===== config.mk =====
export PLATFORM = sky130hd
export DESIGN_NAME = utsf_status_flags
export DESIGN_NICKNAME = d
export VERILOG_FILES = /design/src/utsf_pkg.sv /design/src/utsf_status_flags.sv
export SDC_FILE = /design/constraint.sdc
export NUM_CORES = 1
export LEC_CHECK = 0
export BUFFER_PORTS_ARGS = -buffer_cell sky130_fd_sc_hd__buf_2
export CORE_UTILIZATION = 48
export CTS_CLUSTER_DIAMETER = 150
export DETAILED_ROUTE_END_ITERATION = 8
export PLACE_DENSITY = 0.73
export SLEW_MARGIN = 20
export SYNTH_ARGS = -nofsm -noshare
export SYNTH_HDL_FRONTEND = slang
export SYNTH_SLANG_ARGS = --single-unit

===== constraint.sdc =====
create_clock -name sys_clk -period 5.15 [get_ports sys_clk]
set_input_delay 0.7725 -clock sys_clk [delete_from_list [all_inputs] [get_ports sys_clk]]
set_output_delay 0.7725 -clock sys_clk [all_outputs]
set_load 0.05 [all_outputs]

===== src/utsf_pkg.sv =====
package utsf_pkg;

    // register byte offsets
    localparam logic [7:0] UTSF_STATUS_OFF = 8'h00;
    localparam logic [7:0] UTSF_HOSTFLAG_OFF = 8'h04;
    localparam logic [7:0] UTSF_FLAGCLR_OFF = 8'h08;
    localparam logic [7:0] UTSF_IRQSTAT_OFF = 8'h0C;
    localparam logic [7:0] UTSF_IRQCLR_OFF = 8'h10;
    localparam logic [7:0] UTSF_IRQEN_OFF = 8'h14;
    localparam logic [7:0] UTSF_CTRL_OFF = 8'h18;
    localparam logic [7:0] UTSF_EP0IN_OFF = 8'h1C;
    localparam logic [7:0] UTSF_EP0OUT_OFF = 8'h20;

    // status field positions
    localparam int UTSF_FLAG_LSB = 0;
    localparam int UTSF_EP_LSB = 8;
    localparam int UTSF_VALID_BIT = 15;
    localparam int UTSF_COUNT_LSB = 16;

    // flag bits, one hot in the flag field
    localparam int UTSF_F_SETUP = 0;
    localparam int UTSF_F_IN = 1;
    localparam int UTSF_F_OUT = 2;
    localparam int UTSF_F_LPM = 3;
    localparam int UTSF_F_STALL = 4;

    // host flag bits
    localparam int UTSF_H_SETUP = 0;
    localparam int UTSF_H_IN = 1;
    localparam int UTSF_H_OUT = 2;
    localparam int UTSF_H_STALL = 3;

    // reset values
    localparam logic [31:0] UTSF_ZERO_RST = 32'h0000_0000;

    localparam logic [1:0] UTSF_RESP_OKAY = 2'h0;
    localparam logic [1:0] UTSF_RESP_SLVERR = 2'h2;

    // transaction kind reported by the engine
    typedef enum logic [2:0] {
        UTSF_EV_SETUP,
        UTSF_EV_IN,
        UTSF_EV_OUT,
        UTSF_EV_LPM,
        UTSF_EV_STALL
    } utsf_kind_t;

    // one completed transaction from the engine
    typedef struct packed {
        logic valid;
        utsf_kind_t kind;
        logic [3:0] ep;
    } utsf_event_t;

    // one queue entry
    typedef struct packed {
        logic [4:0] flags;
        logic [3:0] ep;
    } utsf_entry_t;

endpackage


===== src/utsf_status_flags.sv =====
`timescale 1ns/100ps
module utsf_status_flags
    import utsf_pkg::*;
#(
    parameter int DEPTH = 8,
    parameter int AW = 3
) (
    input wire logic sys_clk,
    input wire logic rst,
    input wire utsf_event_t devEvent,
    input wire utsf_event_t hostEvent,
    input wire logic hostStalled,
    input wire logic [7:0] s_axi_awaddr,
    input wire logic s_axi_awvalid,
    output logic s_axi_awready,
    input wire logic [31:0] s_axi_wdata,
    input wire logic [3:0] s_axi_wstrb,
    input wire logic s_axi_wvalid,
    output logic s_axi_wready,
    output logic [1:0] s_axi_bresp,
    output logic s_axi_bvalid,
    input wire logic s_axi_bready,
    input wire logic [7:0] s_axi_araddr,
    input wire logic s_axi_arvalid,
    output logic s_axi_arready,
    output logic [31:0] s_axi_rdata,
    output logic [1:0] s_axi_rresp,
    output logic s_axi_rvalid,
    input wire logic s_axi_rready,
    output logic hostRole,
    output logic [31:0] ep0InCtrl,
    output logic [31:0] ep0OutCtrl,
    output logic irq
);

    ////////////////////////////////////////////////////////////////////////
    // write channel capture

    logic awHeld_q, wHeld_q;
    logic [7:0] awAddr_q;
    logic [31:0] wData_q;
    logic doWrite;
    logic wrStatus, wrFlagClr, wrIrqClr, wrIrqEn, wrCtrl, wrEp0In, wrEp0Out;
    logic wrHostFlag;

    assign doWrite = awHeld_q && wHeld_q && !s_axi_bvalid;

    // address and data may arrive in either order
    always_ff @(posedge sys_clk or posedge rst) begin
        if (rst) begin
            awHeld_q <= 1'b0;
            wHeld_q <= 1'b0;
            awAddr_q <= 8'h00;
            wData_q <= UTSF_ZERO_RST;
            s_axi_awready <= 1'b0;
            s_axi_wready <= 1'b0;
        end else begin
            // readies are flops, low from their handshake until bresp goes
            s_axi_awready <= s_axi_awready ? !s_axi_awvalid
                : !awHeld_q && (!s_axi_bvalid || s_axi_bready);
            s_axi_wready <= s_axi_wready ? !s_axi_wvalid
                : !wHeld_q && (!s_axi_bvalid || s_axi_bready);
            if (s_axi_awvalid && s_axi_awready) begin
                awHeld_q <= 1'b1;
                awAddr_q <= s_axi_awaddr;
            end else if (doWrite) begin
                awHeld_q <= 1'b0;
            end
            if (s_axi_wvalid && s_axi_wready) begin
                wHeld_q <= 1'b1;
                wData_q <= s_axi_wdata;
            end else if (doWrite) begin
                wHeld_q <= 1'b0;
            end
        end
    end

    // write decode, one strobe per register except read-only irq status
    always_comb begin
        wrStatus = 1'b0;
        wrFlagClr = 1'b0;
        wrHostFlag = 1'b0;
        wrIrqClr = 1'b0;
        wrIrqEn = 1'b0;
        wrCtrl = 1'b0;
        wrEp0In = 1'b0;
        wrEp0Out = 1'b0;
        if (!doWrite) begin
            wrStatus = 1'b0;
        end else if (awAddr_q == UTSF_STATUS_OFF) begin
            wrStatus = 1'b1;
        end else if (awAddr_q == UTSF_FLAGCLR_OFF) begin
            wrFlagClr = 1'b1;
        end else if (awAddr_q == UTSF_HOSTFLAG_OFF) begin
            wrHostFlag = 1'b1;
        end else if (awAddr_q == UTSF_IRQCLR_OFF) begin
            wrIrqClr = 1'b1;
        end else if (awAddr_q == UTSF_IRQEN_OFF) begin
            wrIrqEn = 1'b1;
        end else if (awAddr_q == UTSF_CTRL_OFF) begin
            wrCtrl = 1'b1;
        end else if (awAddr_q == UTSF_EP0IN_OFF) begin
            wrEp0In = 1'b1;
        end else if (awAddr_q == UTSF_EP0OUT_OFF) begin
            wrEp0Out = 1'b1;
        end
    end

    // write response; unmapped addresses answer slverr
    always_ff @(posedge sys_clk or posedge rst) begin
        if (rst) begin
            s_axi_bvalid <= 1'b0;
            s_axi_bresp <= UTSF_RESP_OKAY;
        end else if (doWrite) begin
            s_axi_bvalid <= 1'b1;
            s_axi_bresp <= (wrStatus || wrFlagClr || wrHostFlag || wrIrqClr
                || wrIrqEn || wrCtrl || wrEp0In || wrEp0Out)
                ? UTSF_RESP_OKAY : UTSF_RESP_SLVERR;
        end else if (s_axi_bready) begin
            s_axi_bvalid <= 1'b0;
        end
    end

    ////////////////////////////////////////////////////////////////////////
    // device-role event queue

    utsf_entry_t mem [DEPTH];
    logic [AW:0] wrPtr_q, rdPtr_q;
    logic [AW:0] count;
    logic qEmpty, qFull, push, pop;
    utsf_entry_t newEntry, head;
    logic [4:0] headFlags_q;

    assign count = wrPtr_q - rdPtr_q;
    assign qEmpty = (count == '0);
    assign qFull = (count == (AW + 1)'(DEPTH));
    assign head = mem[rdPtr_q[AW-1:0]];
    // device events are dropped in host role and when full
    assign push = devEvent.valid && !hostRole && !qFull
        && newEntry.flags != 5'h00;
    // head leaves only once its flags were shown and are all cleared
    assign pop = !qEmpty && wrFlagClr && headFlags_q != 5'h00
        && ((headFlags_q & ~wData_q[4:0]) == 5'h00);

    // one-hot flag per transaction kind
    always_comb begin
        newEntry.flags = 5'h00;
        newEntry.ep = devEvent.ep;
        case (devEvent.kind)
            UTSF_EV_SETUP: newEntry.flags[UTSF_F_SETUP] = 1'b1;
            UTSF_EV_IN: newEntry.flags[UTSF_F_IN] = 1'b1;
            UTSF_EV_OUT: newEntry.flags[UTSF_F_OUT] = 1'b1;
            UTSF_EV_LPM: newEntry.flags[UTSF_F_LPM] = 1'b1;
            UTSF_EV_STALL: newEntry.flags[UTSF_F_STALL] = 1'b1;
            default: newEntry.flags = 5'h00;
        endcase
    end

    // storage array; entries are only written, never reset
    always_ff @(posedge sys_clk) begin
        if (push) begin
            mem[wrPtr_q[AW-1:0]] <= newEntry;
        end
    end

    // pointers; a flush empties everything at once
    always_ff @(posedge sys_clk or posedge rst) begin
        if (rst) begin
            wrPtr_q <= '0;
            rdPtr_q <= '0;
        end else if (wrStatus) begin
            rdPtr_q <= wrPtr_q;
        end else begin
            if (push) begin
                wrPtr_q <= wrPtr_q + 1'b1;
            end
            if (pop) begin
                rdPtr_q <= rdPtr_q + 1'b1;
            end
        end
    end

    // head flags held until software clears them, bit by bit
    always_ff @(posedge sys_clk or posedge rst) begin
        if (rst) begin
            headFlags_q <= 5'h00;
        end else if (wrStatus) begin
            headFlags_q <= 5'h00;
        end else if (pop || (qEmpty && !push)) begin
            headFlags_q <= 5'h00;
        end else if (qEmpty && push) begin
            headFlags_q <= newEntry.flags;
        end else if (wrFlagClr) begin
            headFlags_q <= headFlags_q & ~wData_q[4:0];
        end else if (headFlags_q == 5'h00) begin
            headFlags_q <= head.flags;
        end
    end

    ////////////////////////////////////////////////////////////////////////
    // host-role flags, not queued

    logic [3:0] hostFlags_q;
    logic [3:0] hostSet;

    // a stall takes the place of the completion flag
    always_comb begin
        hostSet = 4'h0;
        if (hostEvent.valid && hostRole) begin
            if (hostStalled) begin
                hostSet[UTSF_H_STALL] = 1'b1;
            end else if (hostEvent.kind == UTSF_EV_SETUP) begin
                hostSet[UTSF_H_SETUP] = 1'b1;
            end else if (hostEvent.kind == UTSF_EV_IN) begin
                hostSet[UTSF_H_IN] = 1'b1;
            end else if (hostEvent.kind == UTSF_EV_OUT) begin
                hostSet[UTSF_H_OUT] = 1'b1;
            end
        end
    end

    // set wins over a clear in the same cycle
    always_ff @(posedge sys_clk or posedge rst) begin
        if (rst) begin
            hostFlags_q <= 4'h0;
        end else begin
            hostFlags_q <= (hostFlags_q
                & ~(wrHostFlag ? wData_q[3:0] : 4'h0)) | hostSet;
        end
    end

    ////////////////////////////////////////////////////////////////////////
    // control and endpoint-0 registers

    always_ff @(posedge sys_clk or posedge rst) begin
        if (rst) begin
            hostRole <= 1'b0;
        end else if (wrCtrl) begin
            hostRole <= wData_q[0];
        end
    end

    // a queued setup cancels pending control transfers, over a write
    always_ff @(posedge sys_clk or posedge rst) begin
        if (rst) begin
            ep0InCtrl <= UTSF_ZERO_RST;
            ep0OutCtrl <= UTSF_ZERO_RST;
        end else if (push && newEntry.flags[UTSF_F_SETUP]) begin
            ep0InCtrl <= UTSF_ZERO_RST;
            ep0OutCtrl <= UTSF_ZERO_RST;
        end else begin
            if (wrEp0In) begin
                ep0InCtrl <= wData_q;
            end
            if (wrEp0Out) begin
                ep0OutCtrl <= wData_q;
            end
        end
    end

    ////////////////////////////////////////////////////////////////////////
    // interrupts: sticky causes, clear register, enable register

    logic [1:0] irqStat_q, irqEn_q, irqSet;

    assign irqSet = {hostSet != 4'h0, push};

    always_ff @(posedge sys_clk or posedge rst) begin
        if (rst) begin
            irqStat_q <= 2'h0;
            irqEn_q <= 2'h0;
            irq <= 1'b0;
        end else begin
            irqStat_q <= (irqStat_q & ~(wrIrqClr ? wData_q[1:0] : 2'h0))
                | irqSet;
            if (wrIrqEn) begin
                irqEn_q <= wData_q[1:0];
            end
            irq <= |(irqStat_q & irqEn_q);
        end
    end

    ////////////////////////////////////////////////////////////////////////
    // read channel

    logic [31:0] rdMux;
    logic rdOk;

    // status: head flags, head endpoint, valid, depth
    always_comb begin
        rdMux = UTSF_ZERO_RST;
        rdOk = 1'b1;
        if (s_axi_araddr == UTSF_STATUS_OFF) begin
            rdMux[UTSF_FLAG_LSB +: 5] = headFlags_q;
            rdMux[UTSF_EP_LSB +: 4] = qEmpty ? 4'h0 : head.ep;
            rdMux[UTSF_VALID_BIT] = !qEmpty;
            rdMux[UTSF_COUNT_LSB +: AW + 1] = count;
        end else if (s_axi_araddr == UTSF_HOSTFLAG_OFF) begin
            rdMux[3:0] = hostFlags_q;
        end else if (s_axi_araddr == UTSF_FLAGCLR_OFF) begin
            rdMux = UTSF_ZERO_RST;
        end else if (s_axi_araddr == UTSF_IRQSTAT_OFF) begin
            rdMux[1:0] = irqStat_q;
        end else if (s_axi_araddr == UTSF_IRQCLR_OFF) begin
            rdMux = UTSF_ZERO_RST;
        end else if (s_axi_araddr == UTSF_IRQEN_OFF) begin
            rdMux[1:0] = irqEn_q;
        end else if (s_axi_araddr == UTSF_CTRL_OFF) begin
            rdMux[0] = hostRole;
        end else if (s_axi_araddr == UTSF_EP0IN_OFF) begin
            rdMux = ep0InCtrl;
        end else if (s_axi_araddr == UTSF_EP0OUT_OFF) begin
            rdMux = ep0OutCtrl;
        end else begin
            rdOk = 1'b0;
        end
    end

    // one read at a time; arready is a flop, low until rdata is taken
    always_ff @(posedge sys_clk or posedge rst) begin
        if (rst) begin
            s_axi_arready <= 1'b0;
            s_axi_rvalid <= 1'b0;
            s_axi_rdata <= UTSF_ZERO_RST;
            s_axi_rresp <= UTSF_RESP_OKAY;
        end else begin
            s_axi_arready <= s_axi_arready ? !s_axi_arvalid
                : (!s_axi_rvalid || s_axi_rready);
            if (s_axi_arvalid && s_axi_arready) begin
                s_axi_rvalid <= 1'b1;
                s_axi_rdata <= rdMux;
                s_axi_rresp <= rdOk ? UTSF_RESP_OKAY : UTSF_RESP_SLVERR;
            end else if (s_axi_rready) begin
                s_axi_rvalid <= 1'b0;
            end
        end
    end

    ////////////////////////////////////////////////////////////////////////
    // checks

    a_setup_cancels_ep0: assert property (@(posedge sys_clk) disable iff (rst)
        push && devEvent.kind == UTSF_EV_SETUP |=> ep0InCtrl == 32'h0
        && ep0OutCtrl == 32'h0) else $error("ep0 not cleared by setup");
    a_flush_empties: assert property (@(posedge sys_clk) disable iff (rst)
        wrStatus |=> qEmpty) else $error("status write did not flush");
    a_host_stall_only: assert property (@(posedge sys_clk) disable iff (rst)
        hostSet[UTSF_H_STALL] |-> hostSet[2:0] == 3'h0)
        else $error("stall with completion flag");
    a_flags_sticky: assert property (@(posedge sys_clk) disable iff (rst)
        $fell(hostFlags_q[UTSF_H_STALL]) |-> $past(wrHostFlag))
        else $error("host flag dropped without clear");
    a_order_kept: assert property (@(posedge sys_clk) disable iff (rst)
        push && qEmpty && !wrStatus |=> headFlags_q == $past(newEntry.flags))
        else $error("first entry not at head");
    a_pop_on_clear: assert property (@(posedge sys_clk) disable iff (rst)
        pop |-> wrFlagClr && !qEmpty) else $error("pop without clear");
    a_advance_moves: assert property (@(posedge sys_clk) disable iff (rst)
        pop && !wrStatus |=> rdPtr_q == $past(rdPtr_q) + 1'b1)
        else $error("queue did not advance");
    a_in_flag_cause: assert property (@(posedge sys_clk) disable iff (rst)
        push |-> $onehot(newEntry.flags)
        && newEntry.flags[UTSF_F_IN] == (devEvent.kind == UTSF_EV_IN))
        else $error("in flag without in event");
    a_host_no_queue: assert property (@(posedge sys_clk) disable iff (rst)
        hostRole |-> !push) else $error("queued in host role");

endmodule


-- Yosys cells after proc, flatten, opt, wreduce, memory -nomap -nowiden
Memories as Yosys holds them, arrays and structs flattened.
Index checks and enable logic that the tools add are counted.
- bitwise logic cells: 10
- reductions and logical operators: 58
- equality and inequality tests: 22
- multiplexer cells: 125
- add/sub/neg operators: 3
- operators with widths (cell ; count):
    $mux W32 ; 15
    $mux W31 ; 7
    $mux W1 ; 76
    $eq A8 B5 Y1 const B ; 8
    $mux W30 ; 2
    $mux W5 ; 7
    $mux W28 ; 1
    $mux W4 ; 7
    $eq A8 B4 Y1 const B ; 3
    $logic_and A1 B1 Y1 ; 17
    $eq A8 B3 Y1 const B ; 2
    $eq A8 B6 Y1 const B ; 2
    $logic_not A8 Y1 ; 2
    $reduce_bool A5 Y1 ; 3
    $reduce_bool A2 Y1 ; 7
    $mux W12 ; 1
    $mux W2 ; 6
    $logic_not A1 Y1 ; 11
    $logic_not A5 Y1 ; 2
    $logic_or A1 B1 Y1 ; 10
    $eq A3 B2 Y1 const B ; 3
    $mux W3 ; 3
    $add A4 B1 Y4 const B ; 2
    $eq A3 B1 Y1 const B ; 2
    other kinds (17) ; 19
- register bits after elaboration: 170
- word-level logic and storage cells: 241
- RAM bits: 72
- memories kept: 1
- input bits: 76
- output and inout port bits: 107
- memories (name ; depth ; bits a word ; read ports ; clocked after Yosys merged registers in ; write ports ; line ; RTL):
    mem ; 8 ; 9 ; 1 ; 0 ; 1 ; utsf_status_flags.sv:127 ; utsf_entry_t mem [DEPTH];

-- Logic depth before layout (Yosys ltp)
Gate-level depths: netlist of run 1.
- word-level depth: 23
- gate-level depth with buffers: 11
- mapped depth without buffers: 10

-- Least setup slack after synthesis of run 1
OpenSTA, ideal clock, no wires.
- kind: register to register
- start point: reg rdPtr_q[1]
- end point: mem mem[5][0] in the netlist's numbering, enable pin
- arrival: 2.993 ns
- stages on the path, launching flop included: 10
- setup slack: 1.769 ns
- library setup time: 0.389 ns
- required time: 4.761 ns
- buffers on the path: 2
- cells stage by stage: dfrtp_1 > buf_1 > buf_2 > inv_1 > fa_1 > xor2_1 > nor3b_1 > a31oi_1 > nand2_1 > nor3b_1
- word-level cells in the longest chain between the ends: 7
- RTL lines (what ; line ; RTL):
    start: declaration ; utsf_status_flags.sv:128 ; logic [AW:0] wrPtr_q, rdPtr_q;
    start signal: assignment ; utsf_status_flags.sv:172 ; rdPtr_q <= wrPtr_q;
    start signal: assignment ; utsf_status_flags.sv:178 ; rdPtr_q <= rdPtr_q + 1'b1;
    $sub A4 B4 Y4 ; utsf_status_flags.sv:134 ; assign count = wrPtr_q - rdPtr_q;
    $eq A4 B4 Y1 ; utsf_status_flags.sv:136 ; assign qFull = (count == (AW + 1)'(DEPTH));
    $logic_not A1 Y1 ; utsf_status_flags.sv:139 ; assign push = devEvent.valid && !hostRole && !qFull
    $logic_and A1 B1 Y1 ; utsf_status_flags.sv:139 ;
    $logic_and A1 B1 Y1 ; utsf_status_flags.sv:140 ; && newEntry.flags != 5'h00;
    $mux W1 ; utsf_status_flags.sv:161 ; if (push) begin
    $mux W1 (not written as such) ; utsf_status_flags.sv:162 ; mem[wrPtr_q[AW-1:0]] <= newEntry;
    end: declaration ; utsf_status_flags.sv:127 ;
Every way passes these cells.

-- Worst setup path in the final report of run 1
- start point: reg rdPtr_q[2]
- end point: mem mem[7][5] in the netlist's numbering, enable pin
The elaborated chain is that of the path after synthesis.

==> results of run 1 <==
-- power groups by stage --
stage | Combinational [W] | Clock (W) | Sequential (W)
5_1_grt | 0.00254 | 0.00195 | 0.00303
3_5_place_dp | 0.00238 | 0 | 0.00298
6_report | 0.00238 | 0.00187 | 0.00296
4_1_cts | 0.00240 | 0.00189 | 0.00295
2_1_floorplan | 0.000996 | 0 | 0.00371
3_3_place_gp | 0.00234 | 0 | 0.00296
-- how the worst min path moves through the flow --
stage          slack, ps         endpoint       startpoint  depth (start not counted)
3_3_place_gp         460  s_axi_rdata[30]  s_axi_rdata[30]                          2
4_1_cts              460       wData_q[4]   s_axi_wdata[4]                          2
2_1_floorplan        460   hostFlags_q[0]   hostFlags_q[0]                          1
6_report             470      wData_q[28]  s_axi_wdata[28]                          2
3_5_place_dp         470  s_axi_rdata[20]  s_axi_rdata[20]                          2
5_1_grt              460      wData_q[30]  s_axi_wdata[30]                          2
-- cell type report --
cell class / count / area, um^2
antenna: 3 / 7.51
clock buffer: 39 / 733
clock inverter: 7 / 120
fill: 1667 / 8320
inverter: 13 / 52.6
multi-input combinational: 549 / 3580
sequential: 240 / 6370
tap: 270 / 338
timing repair buffer: 186 / 978
-- cells in the final DEF, fill, tap and decap left out, drive strengths merged, types with 7 or more instances in the layout --
cell type / instances
a211oi: 10
a21oi: 80
a22oi: 28
and2: 7
buf: 186
clkbuf: 39
dfrtp: 168
edfxtp: 72
inv: 13
mux2: 45
mux4: 18
nand2: 187
nand3: 12
nor2: 16
nor3: 15
nor3b: 11
o21ai: 33
-- synth_stat cells (3+ instances only) --
library cell    n  area (um^2)
mux2_2         45          507
o21ai_0        33          165
nor3b_1        11         82.6
nand2_1       186          698
clkbuf_1       26         97.6
xor2_1          4         35.0
and2_1          7         43.8
a21oi_1        80          400
edfxtp_1       72         2160
o211ai_1        3         22.5
nor2_1         16         60.1
o22ai_1         4         25.0
buf_4           3         22.5
nand3b_1        3         22.5
buf_1           3         11.3
a22oi_1        28          210
mux2i_1         6         60.1
inv_1          12         45.0
mux4_2         18          405
a221o_1         5         50.1
o221ai_1        6         52.6
xnor2_1         3         26.3
nand3_1        12         60.1
a211oi_1       10         75.1
a21o_1          4         30.0
buf_2          20          100
nand2b_1        5         31.3
nor3_1         14         70.1
dfrtp_1       168         4200
ha_1            5         62.6
a22o_1          6         52.6
-- layer usage --
layer | wire, um | share of wire [%] | up-vias
met5 | 0 | 0 | -
met4 | 650 | 2.6 | 0
met2 | 12100 | 48 | 265
li1 | - | - | 3387
met1 | 10800 | 43 | 3705
met3 | 1580 | 6.3 | 41
-- stage by stage --
stage | setup slack (ps) | hold slack [ps] | power (W) | instance area (um^2) | utilization [%]
2_1_floorplan | 1770 | 461 | 0.00470 | 10200 | -
3_3_place_gp | 1730 | 457 | 0.00530 | 11300 | 55.1
3_5_place_dp | 1750 | 466 | 0.00536 | 11300 | 55.2
4_1_cts | 1710 | 462 | 0.00724 | 12200 | 59.3
5_1_grt | 1410 | 463 | 0.00753 | 12200 | 59.4
6_report | 1670 | 470 | 0.00721 | 12200 | 59.4
-- kinds of logic after synthesis --
family	count (synthesis)	share of synthesized area [%]
AND/OR/NAND/NOR	275	12.2
flip-flops	240	62.5
AO/OA/AOI/OAI	190	11.5
multiplexers	69	9.55
buffers and inverters	65	2.75
XOR/XNOR	7	0.602
adder cells (fa/ha/maj)	6	0.811
other	1	0.0368
-- state kept, by name, summed over array words and instances, names as in the netlist, 2 cells and up --
| signal | flops |
|---|---|
| irqStat_q | 2 |
| rdPtr_q | 4 |
| irqEn_q | 2 |
| wrPtr_q | 4 |
| s_axi_rdata | 32 |
| ep0OutCtrl | 32 |
| hostFlags_q | 4 |
| wData_q | 32 |
| headFlags_q | 5 |
| awAddr_q | 8 |
| mem | 72 |
| ep0InCtrl | 32 |
-- critical path, delay by kind of cell, from the launching register on --
family	cells	cell delay [ps]
simple gates	3	1300
compound gates	2	710
flops	1	510
fa+ha+maj	1	370
buf+inv	1	200
==> flow_summary.toml, run 1 <==
[place]
gp_congestion = 0.841
detailed_place_hpwl_um = 16400
dp_cells = 1258
io_buffers = 172

[yosys]
post_synth.cell_area_avg_um2 = 11.9
synth-edff-count = 72
syn_area_um2 = 10200
ys_ff_latch = 240
synthArstFlopShare_pct = 70.0
netlist_instances = 853
yosys_warnings = 0
synth_flop_cell = "dfrtp_1"
synth.distinct_cells = 56
ys_seq_area_share_pct = 62.5

[setup_path]
cp-end-kind = "flop"
cp_max_fo = 10
setup.worst_path.start = "rdPtr_q[2]"
r2r_end = "mem[7][5]"
regToRegSetupSlack_ps = 1670
worstPathArrival_ps = 3620
critPathKind = "flop to flop"
worstPathCellList = "inv_2, ha_1, a21oi_1, nand3_1, a31oi_1, nand2_1, nor2_1"
cpPeakStageDelay_ps = 900
cp-endpoint = "mem[7][5]"
required_ps = 5290
reg2reg_from = "rdPtr_q[2]"
slowest_stage = "nor2_1"
ff2ff_path_depth = 7
startpoint_type = "flop"

[routing]
drt_iter0_drc = 521
ant_nets = 0
drt_first_pass_iters = 5
postRouteWirelength_um = 25100
drc_errors = 0
via_count = 7398
wl_per_cell_um = 19.2
vias_per_cell = 5.66

[clocking]
clock-sinks = 240
cts_hold_buffers = 0
clock_latency_ps = 530
h-tree-depth = 1
path_clk_slew_ps = 70
clockRootBuffer = "clkbuf_16"
cts_resized = 0
clockBufferDepth = 3
cts_buffers = 25
cts_setup_buffers = 0
cts_tree = "yes"

[power]
irDropWorstVdd_mv = 0.400
pwr-share-comb_pct = 33.0
power.density_nw_per_um2 = 592
switchingPower_w = 0.00280
sw_frac_of_total_pct = 38.9
power_leakage_nw = 5.23
p_clk_share_pct = 25.9
cell_internal_pwr_w = 0.00441
seq_power_share_pct = 41.1

[global_route]
grt_overflow = 0
top_usage_layer = "met2"
gr-usage-met2_pct = 38.3
grt_pass1_vias = 7203
grt_pass1_wl_um = 39800
met1_usage_pct = 32.7
antenna_found_initial = 3
grtUsageMet3_pct = 4.23
grt_usage_pct = 23.6
grt_max_degree = 169

[die]
die_h_um = 148
initial_core_util_pct = 49.7
dieArea_um2 = 21800
ios = 183
die_w_um = 148
rows = 52
coreArea_um2 = 20500

[timing]
clock_skew_ps = 10.0
drv_slew = 0
worst_pin_slew_ps = 1110
setup_viol = 0
finalHoldViolCount = 0
slew_headroom_pct = 25.9
fin_setup_tns_ps = 0
fmax_ghz = 0.288
fin_crit_sh_pct = 67.5
finalCriticalPeriod_ps = 3480
rsz0062_at_grt = "no"

[worst_hold_path]
worstHoldPathType = "input port to flop"

[final_layout]
area.growth.synth_to_final_pct = 19.6
nets = 1097
drive_gt1_share_pct = 29.2
stdcell_count = 1307

[status]
status = "complete, no violations"

[job]
maxCapViolations = 0
(Power assumes the default switching activity.)
==> inputs of run 2 (changes only) <==
==> constraint.sdc (replaced) <==
create_clock -name sys_clk -period 2.85 [get_ports sys_clk]
set_input_delay 0.4275 -clock sys_clk [delete_from_list [all_inputs] [get_ports sys_clk]]
set_output_delay 0.4275 -clock sys_clk [all_outputs]
set_load 0.05 [all_outputs]
==> run 2 against run 1 <==
Utilization rose by 0.73 points. Register-to-register slack got worse by 1500 ps. Design area increased by 1.2%. Die area did not move. Maximum frequency increased by 29%. Sequential share of layout area fell by 0.64 points. Hold slack lost 400 ps. First-iteration DRC count is 23% higher.
==> flow_summary.toml, run 2 (synthesis gave the netlist of run 1 again) <==
[global_route]
grt_pass1_wl_um = 40400
grt_overflow = 0
grt_pass1_vias = 7521
antenna_found_initial = 2
grt_usage_pct = 23.7
grt_max_degree = 123

[clocking]
clock_latency_ps = 510
cts_tree = "yes"
clockRootBuffer = "clkbuf_16"
clock-sinks = 240
cts_setup_buffers = 0
clockBufferDepth = 3
cts_hold_buffers = 0
cts_buffers = 25
path_clk_slew_ps = 60
cts_resized = 0
h-tree-depth = 1

[final_layout]
drive_gt1_share_pct = 30.9
area.growth.synth_to_final_pct = 21.0
largest_reg_flops = 72
layout_common_cells = "nand2_1, buf_2, dfrtp_1, a21oi_1, edfxtp_1"
fin_util_pct = 60.1
nets = 1124
final_common_cell = "nand2_1"

[power]
irDropWorstVdd_mv = 0.774
power_leakage_nw = 5.34
power.density_nw_per_um2 = 1030

[worst_hold_path]
worstHoldPathType = "input port to async pin"

[place]
detailed_place_hpwl_um = 16900
io_buffers = 172
gp_congestion = 0.847

[setup_path]
required_ps = 3290
ff2ff_path_depth = 9
worstPathArrival_ps = 3130
cp-end-kind = "flop"
critPathKind = "flop to flop"
startpoint_type = "flop"
cp_max_fo = 6

[routing]
vias_per_cell = 5.61
postRouteWirelength_um = 25000
via_count = 7465
drt_iter0_drc = 642
wl_per_cell_um = 18.8
ant_nets = 0
drc_errors = 0
drt_first_pass_iters = 5

[timing]
setup_viol = 0
rsz0062_at_grt = "no"
fmax_ghz = 0.372
holdWs_ps = 74.0
clock_skew_ps = 7.92
finalHoldViolCount = 0
drv_slew = 0
fin_crit_sh_pct = 94.2
worst_pin_slew_ps = 886
finalCriticalPeriod_ps = 2680
slew_headroom_pct = 40.7
fin_setup_tns_ps = 0

[die]
dieArea_um2 = 21800
coreArea_um2 = 20500
die_h_um = 148
initial_core_util_pct = 49.7
die_w_um = 148
rows = 52
ios = 183

[job]
maxCapViolations = 0

[status]
status = "complete, no violations"
[run 2: cell types whose count changed in the layout (fill, tap and decap cells not counted), moves of 3 or more]
cell,delta
clkinv_1,+4
buf_4,+23
clkinv_2,+3
buf_12,+4
clkbuf_1,-4
[run 2: worst max-delay path, stage by stage (launching register included)]
cell and delay [ps]:
dfrtp_1 430, inv_1 100, ha_1 160, inv_1 50, fa_1 370, xor2_1 180, nor3b_1 280, a21bo_2 320
nor3_1 490, a221o_1 250
[run 2: power breakdown]
group / switching [W] / internal [W] / total [W]
combinational: 0.00293 / 0.00148 / 0.00441
clock: 0.00127 / 0.00175 / 0.00301
sequential: 0.000818 / 0.00451 / 0.00532
[run 2: stage by stage]
stage | worst slack [ps] | cells | power, W | instance area (um^2)
after floorplan | -357 | 854 | 0.00852 | 10200
after global placement | 255 | 1285 | 0.00967 | 11600
after global routing | 11.2 | 1330 | 0.0134 | 12300
final | 165 | 1330 | 0.0128 | 12300
after detailed placement | 247 | 1285 | 0.00979 | 11600
after CTS | 218 | 1329 | 0.0128 | 12300
[run 2: area by class of cell]
class	instances	area (um^2)
fill	1687	8170
sequential	240	6370
multi-input combinational	549	3570
timing repair buffer	213	1230
clock buffer	32	672
tap	270	338
clock inverter	12	86.3
inverter	13	52.6
antenna	1	2.50
[run 2: final timing paths]
path / startpoint / end / slack [ps]
max: wrPtr_q[0] / headFlags_q[4] / 170
min: rst / wData_q[14] / 70
max reg2reg: wrPtr_q[0] / headFlags_q[4] / 170
min reg2reg: s_axi_rdata[7] / s_axi_rdata[7] / 470
max in group asynchronous: rst / awAddr_q[3] / 2230
min in group sys_clk: s_axi_wdata[13] / wData_q[13] / 150
[run 2: routing by layer]
metal  wire (um)  global-route usage, %
met5           8                      0
met4         704                   7.37
met3        1670                   4.54
met2       12100                   38.7
met1       10500                   32.1
